`src/ssap_pkg.sv`:
```
/*
 * Package for the secure slot access policy block: configuration byte
 * offsets, field positions in the slot policy word, reset values and
 * the command and zone enumerations.
 * Assumes byte addressing of the configuration zone, 8-bit register data.
 */
package ssap_pkg;

	// Register bus geometry
	localparam int ADDR_W = 7;
	localparam int DATA_W = 8;

	// Printed byte offsets of the configuration bytes held here
	localparam logic [6:0] CFG_BASE = 7'h14;
	localparam logic [6:0] POLICY_OFS = 7'h14;
	localparam logic [6:0] USES_OFS = 7'h34;
	localparam logic [6:0] DERIVE_OFS = 7'h35;
	localparam logic [6:0] MAP_OFS = 7'h44;
	localparam logic [6:0] MAP_END = 7'h53;
	localparam logic [6:0] USER_OFS = 7'h54;
	localparam logic [6:0] SELECT_OFS = 7'h55;
	localparam logic [6:0] DATA_LOCK_OFS = 7'h56;
	localparam logic [6:0] CFG_LOCK_OFS = 7'h57;
	localparam int CFG_BYTES = 68;

	// Array indices derived from the offsets
	localparam logic [6:0] POLICY_IDX = POLICY_OFS - CFG_BASE;
	localparam logic [6:0] USES_IDX = USES_OFS - CFG_BASE;
	localparam logic [6:0] DERIVE_IDX = DERIVE_OFS - CFG_BASE;
	localparam logic [6:0] MAP_IDX = MAP_OFS - CFG_BASE;
	localparam logic [6:0] USER_IDX = USER_OFS - CFG_BASE;
	localparam logic [6:0] SELECT_IDX = SELECT_OFS - CFG_BASE;
	localparam logic [6:0] DATA_LOCK_IDX = DATA_LOCK_OFS - CFG_BASE;
	localparam logic [6:0] CFG_LOCK_IDX = CFG_LOCK_OFS - CFG_BASE;

	// Reset values, the shut lock pattern and the derive counter limit
	localparam logic [7:0] LOCK_OPEN = 8'h55;
	localparam logic [7:0] LOCK_SHUT = 8'h00;
	localparam logic [7:0] USES_RST = 8'hFF;
	localparam logic [7:0] DERIVE_RST = 8'h00;
	localparam logic [7:0] DERIVE_MAX = 8'hFF;
	localparam logic [7:0] MAP_RST = 8'hFF;
	localparam logic [7:0] POLICY_RST = 8'h00;
	localparam logic [7:0] SPARE_RST = 8'h00;

	// Slot policy word field positions
	localparam int READ_KEY_LSB = 0;
	localparam int VERIFY_BIT = 4;
	localparam int LIMITED_BIT = 5;
	localparam int ENC_READ_BIT = 6;
	localparam int SECRET_BIT = 7;
	localparam int WRITE_KEY_LSB = 8;
	localparam int WPOL_LSB = 12;

	// Slot numbers with special limited-use handling
	localparam logic [3:0] COUNTED_SLOTS = 4'h8;
	localparam logic [3:0] MAP_SLOT = 4'hF;

	typedef enum logic [2:0] {
		OP_READ,
		OP_WRITE,
		OP_LOCK_CONFIG,
		OP_LOCK_DATA,
		OP_SPARE_UPDATE,
		OP_KEY_USE,
		OP_DERIVE_UPDATE
	} ssap_op_t;

	typedef enum logic [1:0] {
		ZONE_CONFIG,
		ZONE_OTP,
		ZONE_DATA
	} ssap_zone_t;

	typedef enum logic [1:0] {
		PUR_MAC_CHECK,
		PUR_DIGEST_FOR_CHECK,
		PUR_OTHER
	} ssap_purpose_t;

endpackage

```
`src/ssap_policy.sv`:
```
/*
 * Secure slot access policy: holds configuration bytes 20..87 (policy
 * words, use and derive counters, limited-use map, spare bytes, locks)
 * and answers permission requests for commands one cycle later.
 * Assumes a command parser outside that presents one request per cycle
 * and carries out the data movement and cryptography itself.
 */
// Design decision made here: the strobed register port.
// Operation
// - Remaining-use byte for keys 0-7, reset all ones
// - Derive counter byte for keys 0-7, reset zero
// - 128-bit limited-use map for slot 15
// - User byte changes only by spare update
// - Selector byte, spare update only, pause survivor
// - Data lock byte, 0x55 open, lock command
// - Locked: OTP by write, slots per policy
// - Unlocked data lock refuses OTP/data reads
// - Config changes only while config lock open; spare update, counters, map and data lock byte change after it shuts
// - Sixteen policy words, applied once data locked
// - Unlocked data: writes allowed, reads refused
// - Bits 0-3 read key; zero allows copy
// - Bit 4 restricts key to MAC check or digest for check
// - Bit 5 limited use, ignored slots 8-14
// - Bit 6 encrypted read, no input MAC
// - Bit 7 forbids clear and 4-byte access
// - Bits 8-11 write key identifier
// - Bits 12-15 write policy code
// - Decode write policy code top bits
// - Encrypted read without secret is prohibited
module ssap_policy
	import ssap_pkg::*;
(
	input logic clock,
	input logic rst_n,
	input logic [ssap_pkg::ADDR_W-1:0] bus_addr,
	input logic [ssap_pkg::DATA_W-1:0] bus_wr_data,
	input logic bus_wr,
	input logic bus_rd,
	output logic [ssap_pkg::DATA_W-1:0] bus_rd_data,
	input logic cmd_valid,
	input ssap_pkg::ssap_op_t cmd_op,
	input ssap_pkg::ssap_zone_t cmd_zone,
	input logic [3:0] cmd_slot,
	input logic cmd_long,
	input logic cmd_cipher,
	input logic cmd_mac_ok,
	input ssap_pkg::ssap_purpose_t cmd_purpose,
	input logic cmd_spare_sel,
	input logic [7:0] cmd_value,
	output logic resp_valid,
	output logic resp_ok,
	output logic resp_cipher,
	output logic [3:0] resp_key_id,
	output logic resp_copy_src,
	output logic resp_limited,
	output logic data_locked,
	output logic config_locked,
	output logic [7:0] pause_select
);
	import ssap_pkg::*;

	logic [7:0] mem_reg [CFG_BYTES];
	logic [15:0] pol;
	logic data_open, cfg_open;
	logic [6:0] pol_idx, uses_idx, der_idx, map_byte_idx, bus_idx;
	logic [127:0] use_map;
	logic map_any;
	logic [6:0] map_first;
	logic bus_in_range;
	logic dec_ok, dec_cipher, dec_copy, dec_limited;
	logic [3:0] dec_key;
	logic do_uses_dec, do_map_clr, do_der_inc, do_lock_cfg, do_lock_data, do_spare;
	logic slot_counted, slot_ignored;

	// Reset value of each held configuration byte
	function automatic logic [7:0] reset_byte(input int i);
		logic [7:0] v;
		v = POLICY_RST;
		if (i >= int'(USES_IDX) && i < int'(MAP_IDX))
		begin
			v = (i[0] == USES_IDX[0]) ? USES_RST : DERIVE_RST;
		end
		else if (i >= int'(MAP_IDX) && i < int'(USER_IDX))
		begin
			v = MAP_RST;
		end
		else if (i == int'(USER_IDX) || i == int'(SELECT_IDX))
		begin
			v = SPARE_RST;
		end
		else if (i >= int'(DATA_LOCK_IDX))
		begin
			v = LOCK_OPEN;
		end
		return v;
	endfunction

	// Lock states; any value other than the open pattern counts as locked
	assign data_open = (mem_reg[DATA_LOCK_IDX] == LOCK_OPEN);
	assign cfg_open = (mem_reg[CFG_LOCK_IDX] == LOCK_OPEN);

	// Byte indices of the addressed slot's fields
	assign pol_idx = POLICY_IDX + {2'b00, cmd_slot, 1'b0};
	assign uses_idx = USES_IDX + {3'b000, cmd_slot[2:0], 1'b0};
	assign der_idx = DERIVE_IDX + {3'b000, cmd_slot[2:0], 1'b0};
	assign pol = {mem_reg[pol_idx + 7'h01], mem_reg[pol_idx]};
	assign slot_counted = (cmd_slot < COUNTED_SLOTS);
	assign slot_ignored = !slot_counted && (cmd_slot != MAP_SLOT);
	assign bus_in_range = (bus_addr >= CFG_BASE) && (bus_addr <= CFG_LOCK_OFS);
	assign bus_idx = bus_addr - CFG_BASE;

	// Limited-use map for the last slot, lowest set bit is spent first
	always_comb
	begin
		map_any = 1'b0;
		map_first = 7'h00;
		for (int j = 0; j < 16; j++)
		begin
			use_map[j*8 +: 8] = mem_reg[int'(MAP_IDX) + j];
		end
		for (int b = 127; b >= 0; b--)
		begin
			if (use_map[b])
			begin
				map_any = 1'b1;
				map_first = 7'(b);
			end
		end
	end
	assign map_byte_idx = MAP_IDX + {3'b000, map_first[6:3]};

	// Permission decision for the request presented this cycle
	always_comb
	begin
		dec_ok = 1'b0;
		dec_cipher = 1'b0;
		dec_copy = 1'b0;
		dec_limited = 1'b0;
		dec_key = 4'h0;
		do_uses_dec = 1'b0;
		do_map_clr = 1'b0;
		do_der_inc = 1'b0;
		do_lock_cfg = 1'b0;
		do_lock_data = 1'b0;
		do_spare = 1'b0;
		case (cmd_op)
			OP_READ:
			begin
				dec_key = pol[READ_KEY_LSB +: 4];
				dec_copy = (pol[READ_KEY_LSB +: 4] == 4'h0);
				if (cmd_zone == ZONE_CONFIG)
				begin
					dec_ok = 1'b1;
				end
				else if (data_open)
				begin
					dec_ok = 1'b0;
				end
				else if (cmd_zone == ZONE_OTP)
				begin
					dec_ok = 1'b1;
				end
				else if (!pol[SECRET_BIT] && !pol[ENC_READ_BIT])
				begin
					dec_ok = 1'b1;
				end
				else if (pol[SECRET_BIT] && pol[ENC_READ_BIT])
				begin
					// Encrypted with the read key, no MAC, whole blocks only
					dec_cipher = 1'b1;
					dec_ok = cmd_long;
				end
				else
				begin
					// Secret without encryption, or the unsafe combination
					dec_ok = 1'b0;
				end
			end
			OP_WRITE:
			begin
				dec_key = pol[WRITE_KEY_LSB +: 4];
				if (cmd_zone == ZONE_CONFIG)
				begin
					dec_ok = cfg_open;
				end
				else if (data_open || cmd_zone == ZONE_OTP)
				begin
					dec_ok = 1'b1;
				end
				else if (pol[WPOL_LSB+1 +: 3] == 3'b000)
				begin
					dec_ok = cmd_long || !pol[SECRET_BIT];
				end
				else if (pol[WPOL_LSB+2])
				begin
					dec_cipher = 1'b1;
					dec_ok = cmd_long && cmd_cipher && cmd_mac_ok;
				end
				else
				begin
					dec_ok = 1'b0;
				end
			end
			OP_LOCK_CONFIG:
			begin
				dec_ok = cfg_open;
				do_lock_cfg = cfg_open;
			end
			OP_LOCK_DATA:
			begin
				// The data lock waits for a settled configuration
				dec_ok = data_open && !cfg_open;
				do_lock_data = data_open && !cfg_open;
			end
			OP_SPARE_UPDATE:
			begin
				dec_ok = 1'b1;
				do_spare = 1'b1;
			end
			OP_KEY_USE:
			begin
				dec_key = cmd_slot;
				dec_limited = !data_open && pol[LIMITED_BIT] && !slot_ignored;
				if (data_open)
				begin
					dec_ok = 1'b1;
				end
				else if (pol[VERIFY_BIT] && cmd_purpose == PUR_OTHER)
				begin
					dec_ok = 1'b0;
				end
				else if (dec_limited && slot_counted)
				begin
					dec_ok = (mem_reg[uses_idx] != 8'h00);
					do_uses_dec = (mem_reg[uses_idx] != 8'h00);
				end
				else if (dec_limited)
				begin
					dec_ok = map_any;
					do_map_clr = map_any;
				end
				else
				begin
					dec_ok = 1'b1;
				end
			end
			OP_DERIVE_UPDATE:
			begin
				dec_key = cmd_slot;
				dec_ok = !data_open && pol[WPOL_LSB+1] && (!pol[WPOL_LSB+3] || cmd_mac_ok);
				do_der_inc = dec_ok && slot_counted;
			end
			default:
			begin
				dec_ok = 1'b0;
			end
		endcase
	end

	// Configuration bytes; command effects follow the bus so they win a clash
	always_ff @(posedge clock)
	begin
		if (!rst_n)
		begin
			for (int i = 0; i < CFG_BYTES; i++)
			begin
				mem_reg[i] <= reset_byte(i);
			end
		end
		else
		begin
			if (bus_wr && bus_in_range && bus_addr <= MAP_END && cfg_open)
			begin
				mem_reg[bus_idx] <= bus_wr_data;
			end
			if (cmd_valid && do_uses_dec)
			begin
				mem_reg[uses_idx] <= mem_reg[uses_idx] - 8'h01;
			end
			if (cmd_valid && do_der_inc && mem_reg[der_idx] != DERIVE_MAX)
			begin
				mem_reg[der_idx] <= mem_reg[der_idx] + 8'h01;
			end
			if (cmd_valid && do_map_clr)
			begin
				mem_reg[map_byte_idx][map_first[2:0]] <= 1'b0;
			end
			if (cmd_valid && do_spare)
			begin
				mem_reg[cmd_spare_sel ? SELECT_IDX : USER_IDX] <= cmd_value;
			end
			if (cmd_valid && do_lock_cfg)
			begin
				mem_reg[CFG_LOCK_IDX] <= LOCK_SHUT;
			end
			if (cmd_valid && do_lock_data)
			begin
				mem_reg[DATA_LOCK_IDX] <= LOCK_SHUT;
			end
		end
	end

	// Register read data, valid only in the cycle after the strobe
	always_ff @(posedge clock)
	begin
		if (!rst_n)
		begin
			bus_rd_data <= 8'h00;
		end
		else
		begin
			bus_rd_data <= (bus_rd && bus_in_range) ? mem_reg[bus_idx] : 8'h00;
		end
	end

	// Answer to the request, one cycle after it is presented
	always_ff @(posedge clock)
	begin
		if (!rst_n)
		begin
			resp_valid <= 1'b0;
			resp_ok <= 1'b0;
			resp_cipher <= 1'b0;
			resp_key_id <= 4'h0;
			resp_copy_src <= 1'b0;
			resp_limited <= 1'b0;
		end
		else
		begin
			resp_valid <= cmd_valid;
			resp_ok <= cmd_valid && dec_ok;
			resp_cipher <= cmd_valid && dec_cipher;
			resp_key_id <= cmd_valid ? dec_key : 4'h0;
			resp_copy_src <= cmd_valid && dec_copy;
			resp_limited <= cmd_valid && dec_limited;
		end
	end

	// Status outputs lag the held bytes by one cycle to stay registered
	always_ff @(posedge clock)
	begin
		if (!rst_n)
		begin
			data_locked <= 1'b0;
			config_locked <= 1'b0;
			pause_select <= 8'h00;
		end
		else
		begin
			data_locked <= !data_open;
			config_locked <= !cfg_open;
			pause_select <= mem_reg[SELECT_IDX];
		end
	end

	// Checks
	a_read_unlocked: assert property (@(posedge clock) disable iff (!rst_n)
		cmd_valid && cmd_op == OP_READ && cmd_zone != ZONE_CONFIG && data_open
		|=> resp_valid && !resp_ok)
		else $error("read of otp or data allowed while unlocked");

	a_write_unlocked: assert property (@(posedge clock) disable iff (!rst_n)
		cmd_valid && cmd_op == OP_WRITE && cmd_zone == ZONE_DATA && data_open
		|=> resp_ok)
		else $error("data write refused while unlocked");

	a_bus_write_locked: assert property (@(posedge clock) disable iff (!rst_n)
		bus_wr && !cfg_open && bus_in_range && !cmd_valid
		|=> mem_reg[$past(bus_idx)] == $past(mem_reg[bus_idx]))
		else $error("bus write changed a byte with config locked");

	a_lock_config: assert property (@(posedge clock) disable iff (!rst_n)
		cmd_valid && cmd_op == OP_LOCK_CONFIG && cfg_open
		|=> resp_ok ##1 config_locked)
		else $error("config lock command did not lock");

	a_unsafe_read: assert property (@(posedge clock) disable iff (!rst_n)
		cmd_valid && cmd_op == OP_READ && cmd_zone == ZONE_DATA && !data_open
		&& !pol[SECRET_BIT] && pol[ENC_READ_BIT] |=> !resp_ok)
		else $error("prohibited read combination allowed");

	a_secret_short: assert property (@(posedge clock) disable iff (!rst_n)
		cmd_valid && cmd_zone == ZONE_DATA && !data_open && !cmd_long
		&& pol[SECRET_BIT] && (cmd_op == OP_READ || cmd_op == OP_WRITE) |=> !resp_ok)
		else $error("short access to a secret slot allowed");

	a_use_count: assert property (@(posedge clock) disable iff (!rst_n)
		cmd_valid && do_uses_dec && !bus_wr
		|=> mem_reg[$past(uses_idx)] == $past(mem_reg[uses_idx]) - 8'h01 && resp_ok)
		else $error("remaining use count not decremented");

	a_verify_only: assert property (@(posedge clock) disable iff (!rst_n)
		cmd_valid && cmd_op == OP_KEY_USE && !data_open && pol[VERIFY_BIT]
		&& cmd_purpose == PUR_OTHER |=> resp_valid && !resp_ok)
		else $error("verify-only key used by another command");

	a_cipher_key: assert property (@(posedge clock) disable iff (!rst_n)
		cmd_valid && cmd_op == OP_READ && cmd_zone == ZONE_DATA && !data_open
		&& pol[SECRET_BIT] && pol[ENC_READ_BIT] && cmd_long
		|=> resp_ok && resp_cipher && resp_key_id == $past(pol[READ_KEY_LSB +: 4]))
		else $error("encrypted read lacks the read key");

	c_lock_data: cover property (@(posedge clock) disable iff (!rst_n)
		cmd_valid && do_lock_data ##1 resp_ok ##1 data_locked);

	c_map_spent: cover property (@(posedge clock) disable iff (!rst_n)
		cmd_valid && do_map_clr);

	c_enc_write: cover property (@(posedge clock) disable iff (!rst_n)
		cmd_valid && cmd_op == OP_WRITE && dec_cipher && dec_ok);

	c_spare_select: cover property (@(posedge clock) disable iff (!rst_n)
		cmd_valid && do_spare && cmd_spare_sel ##2 pause_select == $past(cmd_value, 2));

endmodule // ssap_policy

```
`config.mk`:
```
export PLATFORM = sky130hd
export DESIGN_NAME = ssap_policy
export DESIGN_NICKNAME = d
export VERILOG_FILES = /design/src/ssap_pkg.sv /design/src/ssap_policy.sv
export SDC_FILE = /design/constraint.sdc
export NUM_CORES = 2
export LEC_CHECK = 0
export BUFFER_PORTS_ARGS = -buffer_cell sky130_fd_sc_hd__buf_4
export CAP_MARGIN = 20
export CORE_MARGIN = 3
export CORE_UTILIZATION = 51
export CTS_CLUSTER_DIAMETER = 200
export DETAILED_ROUTE_END_ITERATION = 8
export MAX_ROUTING_LAYER = met4
export PLACE_DENSITY = 0.76
export SYNTH_ARGS = -nofsm -noshare
export SYNTH_HDL_FRONTEND = slang
export SYNTH_SLANG_ARGS = --single-unit
```
`constraint.sdc`:
```
create_clock -name clock -period 9.3 [get_ports clock]
set_input_delay 0.465 -clock clock [delete_from_list [all_inputs] [get_ports clock]]
set_output_delay 0.465 -clock clock [all_outputs]
set_load 0.1 [all_outputs]
```
## Yosys cells after proc, flatten, opt, wreduce, memory -nomap -nowiden

Memories as Yosys holds them, arrays and structs flattened. A register that Yosys moved wholly into a read port is not among the register bits.
Index checks and enable logic that the tools add are counted.

| word-level totals | value |
|---|---|
| memories kept | 1 |
| bits in latches | 0 |
| output and inout bits | 27 |
| memory bits (read-only) | 0 |
| flip-flop bits (word level) | 11 |
| memory bits (writable) | 544 |
| input port bits | 43 |
| word-level logic and storage cells | 432 |

Memories:

| name | words | width | read ports | clocked after Yosys merged registers in | write ports | RTL line | text |
|---|---|---|---|---|---|---|---|
| mem_reg | 68 | 8 | 24 | 2 | 68 | ssap_policy.sv:62 | `logic [7:0] mem_reg [CFG_BYTES];` |

| operators by class | value |
|---|---|
| equal/unequal tests | 12 |
| muxes and demuxes | 341 |
| reduce and logical (&&, ||, !) cells | 55 |
| bitwise gates (word level) | 2 |
| shifts and indexed selects | 0 |
| add/subtract/negate cells | 7 |
| multiply operators | 0 |
| $lt $le $gt $ge | 6 |
| divide/modulo/power cells | 0 |

Operators by type and width:

| kind | count |
|---|---|
| two-way mux 7 bit | 133 |
| two-way mux 1 bit | 191 |
| two-way mux 8 bit | 13 |
| OR reduction 8 bit | 5 |
| logical AND 1 bit | 30 |
| adder 6 x 4 -> 7 bit, first input constant | 3 |
| == test 8 x 7 -> 1 bit, second input constant | 2 |
| less-or-equal comparator 7 bit, second input constant | 2 |
| one-hot mux 4 bit (3 select lines) | 1 |
| == test 3 bit, second input constant | 3 |
| zero test 1 bit | 9 |
| adder 8 x 1 -> 8 bit, second input constant | 1 |
| != test 8 bit, second input constant | 1 |
| nonzero test 8 bit | 1 |
| subtractor 8 x 1 -> 8 bit, second input constant | 1 |
| greater-or-equal comparator 7 x 5 -> 1 bit, second input constant | 1 |
| one-hot mux 1 bit (7 select lines) | 1 |
| subtractor 7 x 5 -> 7 bit, second input constant | 1 |
| adder 5 x 1 -> 6 bit, second input constant | 1 |
| == test 3 x 2 -> 1 bit, second input constant | 2 |
| zero test 3 bit | 2 |
| zero test 4 bit | 1 |
| less-than comparator 3 x 4 -> 1 bit, second input constant | 1 |
| less-than comparator 4 bit, second input constant | 1 |
| other kinds (12) | 16 |

## Depth between registers and ports, before layout

An unclocked memory read counts as a cell.

| logic depth | value |
|---|---|
| word-level depth | 141 |
| mapped depth | 17 |
| gate-level depth less buffers | 11 |

## Worst setup path after synthesis

No wires, ideal clock.

| timing path | value |
|---|---|
| kind | in2reg |
| start point | in bus_addr[2] in the netlist's numbering |
| end point | mem mem_reg[10][0] (enable) |
| stages on the path | 16 |
| slack | 4659 ps |
| setup time | 384 ps |
| path buffers | 7 |
| arrival time | 4257 ps |
| data required time | 8916 ps |
| cell sequence | inv_1 -> clkbuf_1 -> buf_1 -> clkbuf_1 -> buf_1 -> ha_1 -> mux2i_1 -> a21oi_1 -> nor2_1 -> or4_1 -> clkbuf_1 -> nor2_1 -> nand3_1 -> clkbuf_1 -> clkbuf_1 -> o21ai_0 |

RTL lines:

| item | RTL line | text |
|---|---|---|
| from (decl) | ssap_policy.sv:35 | `input logic [ssap_pkg::ADDR_W-1:0] bus_addr,` |
| to (decl) | ssap_policy.sv:62 |  |

==> results.txt <==
The flow ran to the end, and the final reports show no timing, DRC or antenna violations. The end-of-flow core utilization is 56.4%. The first-pass iteration count of the detailed router came out at 6. The cell sitting at the root of the clock tree is a sky130_fd_sc_hd__clkbuf_16.

The arrival time at the worst endpoint is 5570 ps. The total count of max-transition violations in the final report is 0. Synthesis instantiated 88 different standard cells from the library. The maximum single-stage delay on the critical path came out at 990 ps. The number of enable flip-flop cells after synthesis came out at 1024. The placer's final routability congestion estimate is 0.998.

The die covers 112000 um2. The number of global-route vias before repair came to 39176. Per report_power, the clock group accounts for 39.8% of the total. The share of final-layout standard cells stronger than drive strength 1 came out at 16.8%. The number of setup violations in the final report came out at 0.

The register share of total power came out at 50.3%. The critical path goes through nor4_1, nand4_1, nor2_1, and4_1, nor3_1, mux2i_1, nand2_1, nand4_1, o21ai_0. TritonCTS built the clock tree. Adding up every negative setup slack in the final design gives 0 ps. Averaged over all synthesized cells, the footprint is 12.3 um2. Clock latency on the worst-skew pair, taken at its later pin, is 720 ps.

The wire length per cell after detailed routing came out at 30.2 um. Setup repair after global routing left no endpoint under its margin. The overall routing resource usage came out at 32.0%. The net switching power figure is 0.00267 W. The critical path's slowest cell is sky130_fd_sc_hd__nor4_1.

Measured along the x axis, the die boundary spans 335 um. The leakage power summed over all cells came out at 19.7 nW. The synthesized cell area came out at 55200 um2. Summed over all layers, the routed wires come to 178 mm. Fill cells in the final layout number 8571. The net count of the finished layout is 4426. The initial utilization of the core area, before any placement, comes to 51.5%. The synthesized instance count came out at 4488. In this run, the number of DRC markers left after iteration 0 of detailed routing was 7098. The largest fanout on the critical path came out at 24.

The post-cts sizing count came out at 0. The placeable core region is 107000 um2. The detailed-route via count is 40854. VDD sags by at most 0.000208 V.

The total clock sinks is 1051. The most common flop cell mapped by yosys is sky130_fd_sc_hd__edfxtp_1. The share of total power dissipated in combinational logic is 10.0%. Measured against its own limit, the worst slew margin works out to 3.41%. For the pin with the worst max-slew slack, the measured transition is 1450 ps. The H-tree depth came out at 3. After detailed routing, the number of vias per cell comes to 6.94. The count of buffers added on input and output ports is 69.

During synthesis, Yosys emitted a total of 0 warnings. Cell internal power was estimated by the tool at 0.00810 W. The initial antenna violation count came to 13. The number of flip-flops under the largest register name came out at 1024. The final critical path takes up 55.4% of the cycle. The number of buffers created by CTS is 110. The total global routing overflow is 0. The final count of hold timing violations is 0. The class of the worst hold path is input pin to register.

The number of buffers on the longest clock path is 3. The clock-pin slew on the worst setup and hold paths is 60 ps. Summing the sequential cell areas from Yosys gives 56.7% of the chip area. The y dimension of the die is 335 um. The post-CTS setup buffer count came out at 0.

The critical path is of the register to register type. In the layout the commonest cells are sky130_fd_sc_hd__edfxtp_1 (1024), sky130_fd_sc_hd__nor2_1 (588), sky130_fd_sc_hd__conb_1 (252), sky130_fd_sc_hd__o21ai_0 (224), sky130_fd_sc_hd__mux2i_1 (218). The pin count of the biggest net entering global routing came out at 108. Based on the critical path, the design can be clocked at up to 194 MHz.

The post-synthesis sequential element count is 1051. The number of max-capacitance violations reported came out at 0. Of the total power, the share spent switching nets is 24.8%. The proportion of register bits with asynchronous set or reset after synthesis came out at 0%.

The hold buffer count at cts is 0. The number of primary I/O pins came out at 70. The library cell used most frequently in the layout, excluding fill and tap cells, is sky130_fd_sc_hd__edfxtp_1.

The number of buffers and inverters on the critical path is 0. The number of placement rows came out at 120. The power per cell area is 178 nW/um2. STA classifies the critical path startpoint as a register. The routed design could run at a clock period as short as 5160 ps.

The required time at the endpoint of the critical path came out at 9720 ps. Counting stages on the worst path, the most repeated cell is sky130_fd_sc_hd__nand4_1. The DRC violation count after routing is 0. The maximum clock skew at final layout came out at 42.4 ps. The placed wire-length estimate came out at 112 mm. The post-route antenna net violation count is 0. Among cell families on the critical path, the largest total delay comes from simple AND/OR/NAND/NOR gates. Relative to the synthesized area, the layout overhead comes to 9.52%. The first-pass GRT wire length came out at 258 mm. The worst setup path is captured at a register.
==> worst paths after layout <==
path                  start               to  slack (ps)  cells after the start
max          mem_reg[48][6]   mem_reg[39][5]        4140                      9
min reg2reg  mem_reg[65][5]  pause_select[5]         680                      1
max reg2reg  mem_reg[48][6]   mem_reg[39][5]        4140                      9
min            cmd_value[0]   mem_reg[64][0]         120                      2
==> layout make-up <==
cell class | count | area, um2 | share of cell area (%)
Clock inverter | 64 | 544 | 0.900
Tap cell | 1403 | 1760 | 2.90
Clock buffer | 140 | 2900 | 4.79
Inverter | 38 | 145 | 0.240
Multi-Input combinational cell | 2987 | 22300 | 36.9
Antenna cell | 15 | 37.5 | 0.0621
Sequential cell | 1051 | 31300 | 51.7
Timing Repair Buffer | 189 | 1520 | 2.52
==> routing by layer <==
metal  share of wire (%)  track usage (%)
met4                 6.0             16.1
met3                  15             9.19
met1                  35             41.4
met2                  44             46.3
met5                   0                -
==> power groups by stage <==
stage | logic [W] | registers (W) | clock network [W]
after floorplan | 0.000647 | 0.00552 | 0
after global placement | 0.00101 | 0.00550 | 0
after detailed placement | 0.00103 | 0.00551 | 0
after CTS | 0.00103 | 0.00541 | 0.00429
after global routing | 0.00111 | 0.00543 | 0.00446
final | 0.00107 | 0.00542 | 0.00428
==> synth_stat cells (all sizes together) (18+ instances only) <==
library cell,n,area share [%]
nand3b,19,0.26
mux4,222,9.1
a21oi,84,0.76
o31ai,18,0.27
o211ai,93,1.3
mux2i,218,4.0
edfxtp,1024,56
a2bb2oi,113,1.8
a221oi,133,2.1
mux2,121,2.5
nand4,21,0.24
nor2,601,4.1
nor4,51,0.60
nor3,100,0.91
o22ai,31,0.35
clkbuf,549,3.7
nand3,89,0.81
buf,114,1.1
a31oi,27,0.31
inv,37,0.25
and2,64,0.72
a211o,41,0.65
dfxtp,27,0.98
o21ai,260,2.4
nand2,169,1.1
==> cells by family (layout without fill, tap and decap cells) <==
logic type	count (synthesis)	in the layout	synth area share, %
simple gates	1204	1204	10.0
flops	1051	1051	56.7
compound gates	949	949	12.3
buf+inv	701	431	5.09
mux	561	561	15.5
xor+xnor	15	15	0.238
fa+ha+maj	6	6	0.136
other cells	1	267	0.00679
==> per-stage QoR <==
step	total power, W	cell area [um2]	std cells	setup slack, ps	hold WS, ps
after floorplan	0.00617	56200	4739	4660	447
after global placement	0.00651	56800	5652	3490	612
after detailed placement	0.00654	56900	5656	3730	612
after CTS	0.0107	60300	5860	4380	76.4
after global routing	0.0110	60500	5883	4080	118
final	0.0108	60500	5887	4140	122
(Power assumes the default switching activity.)
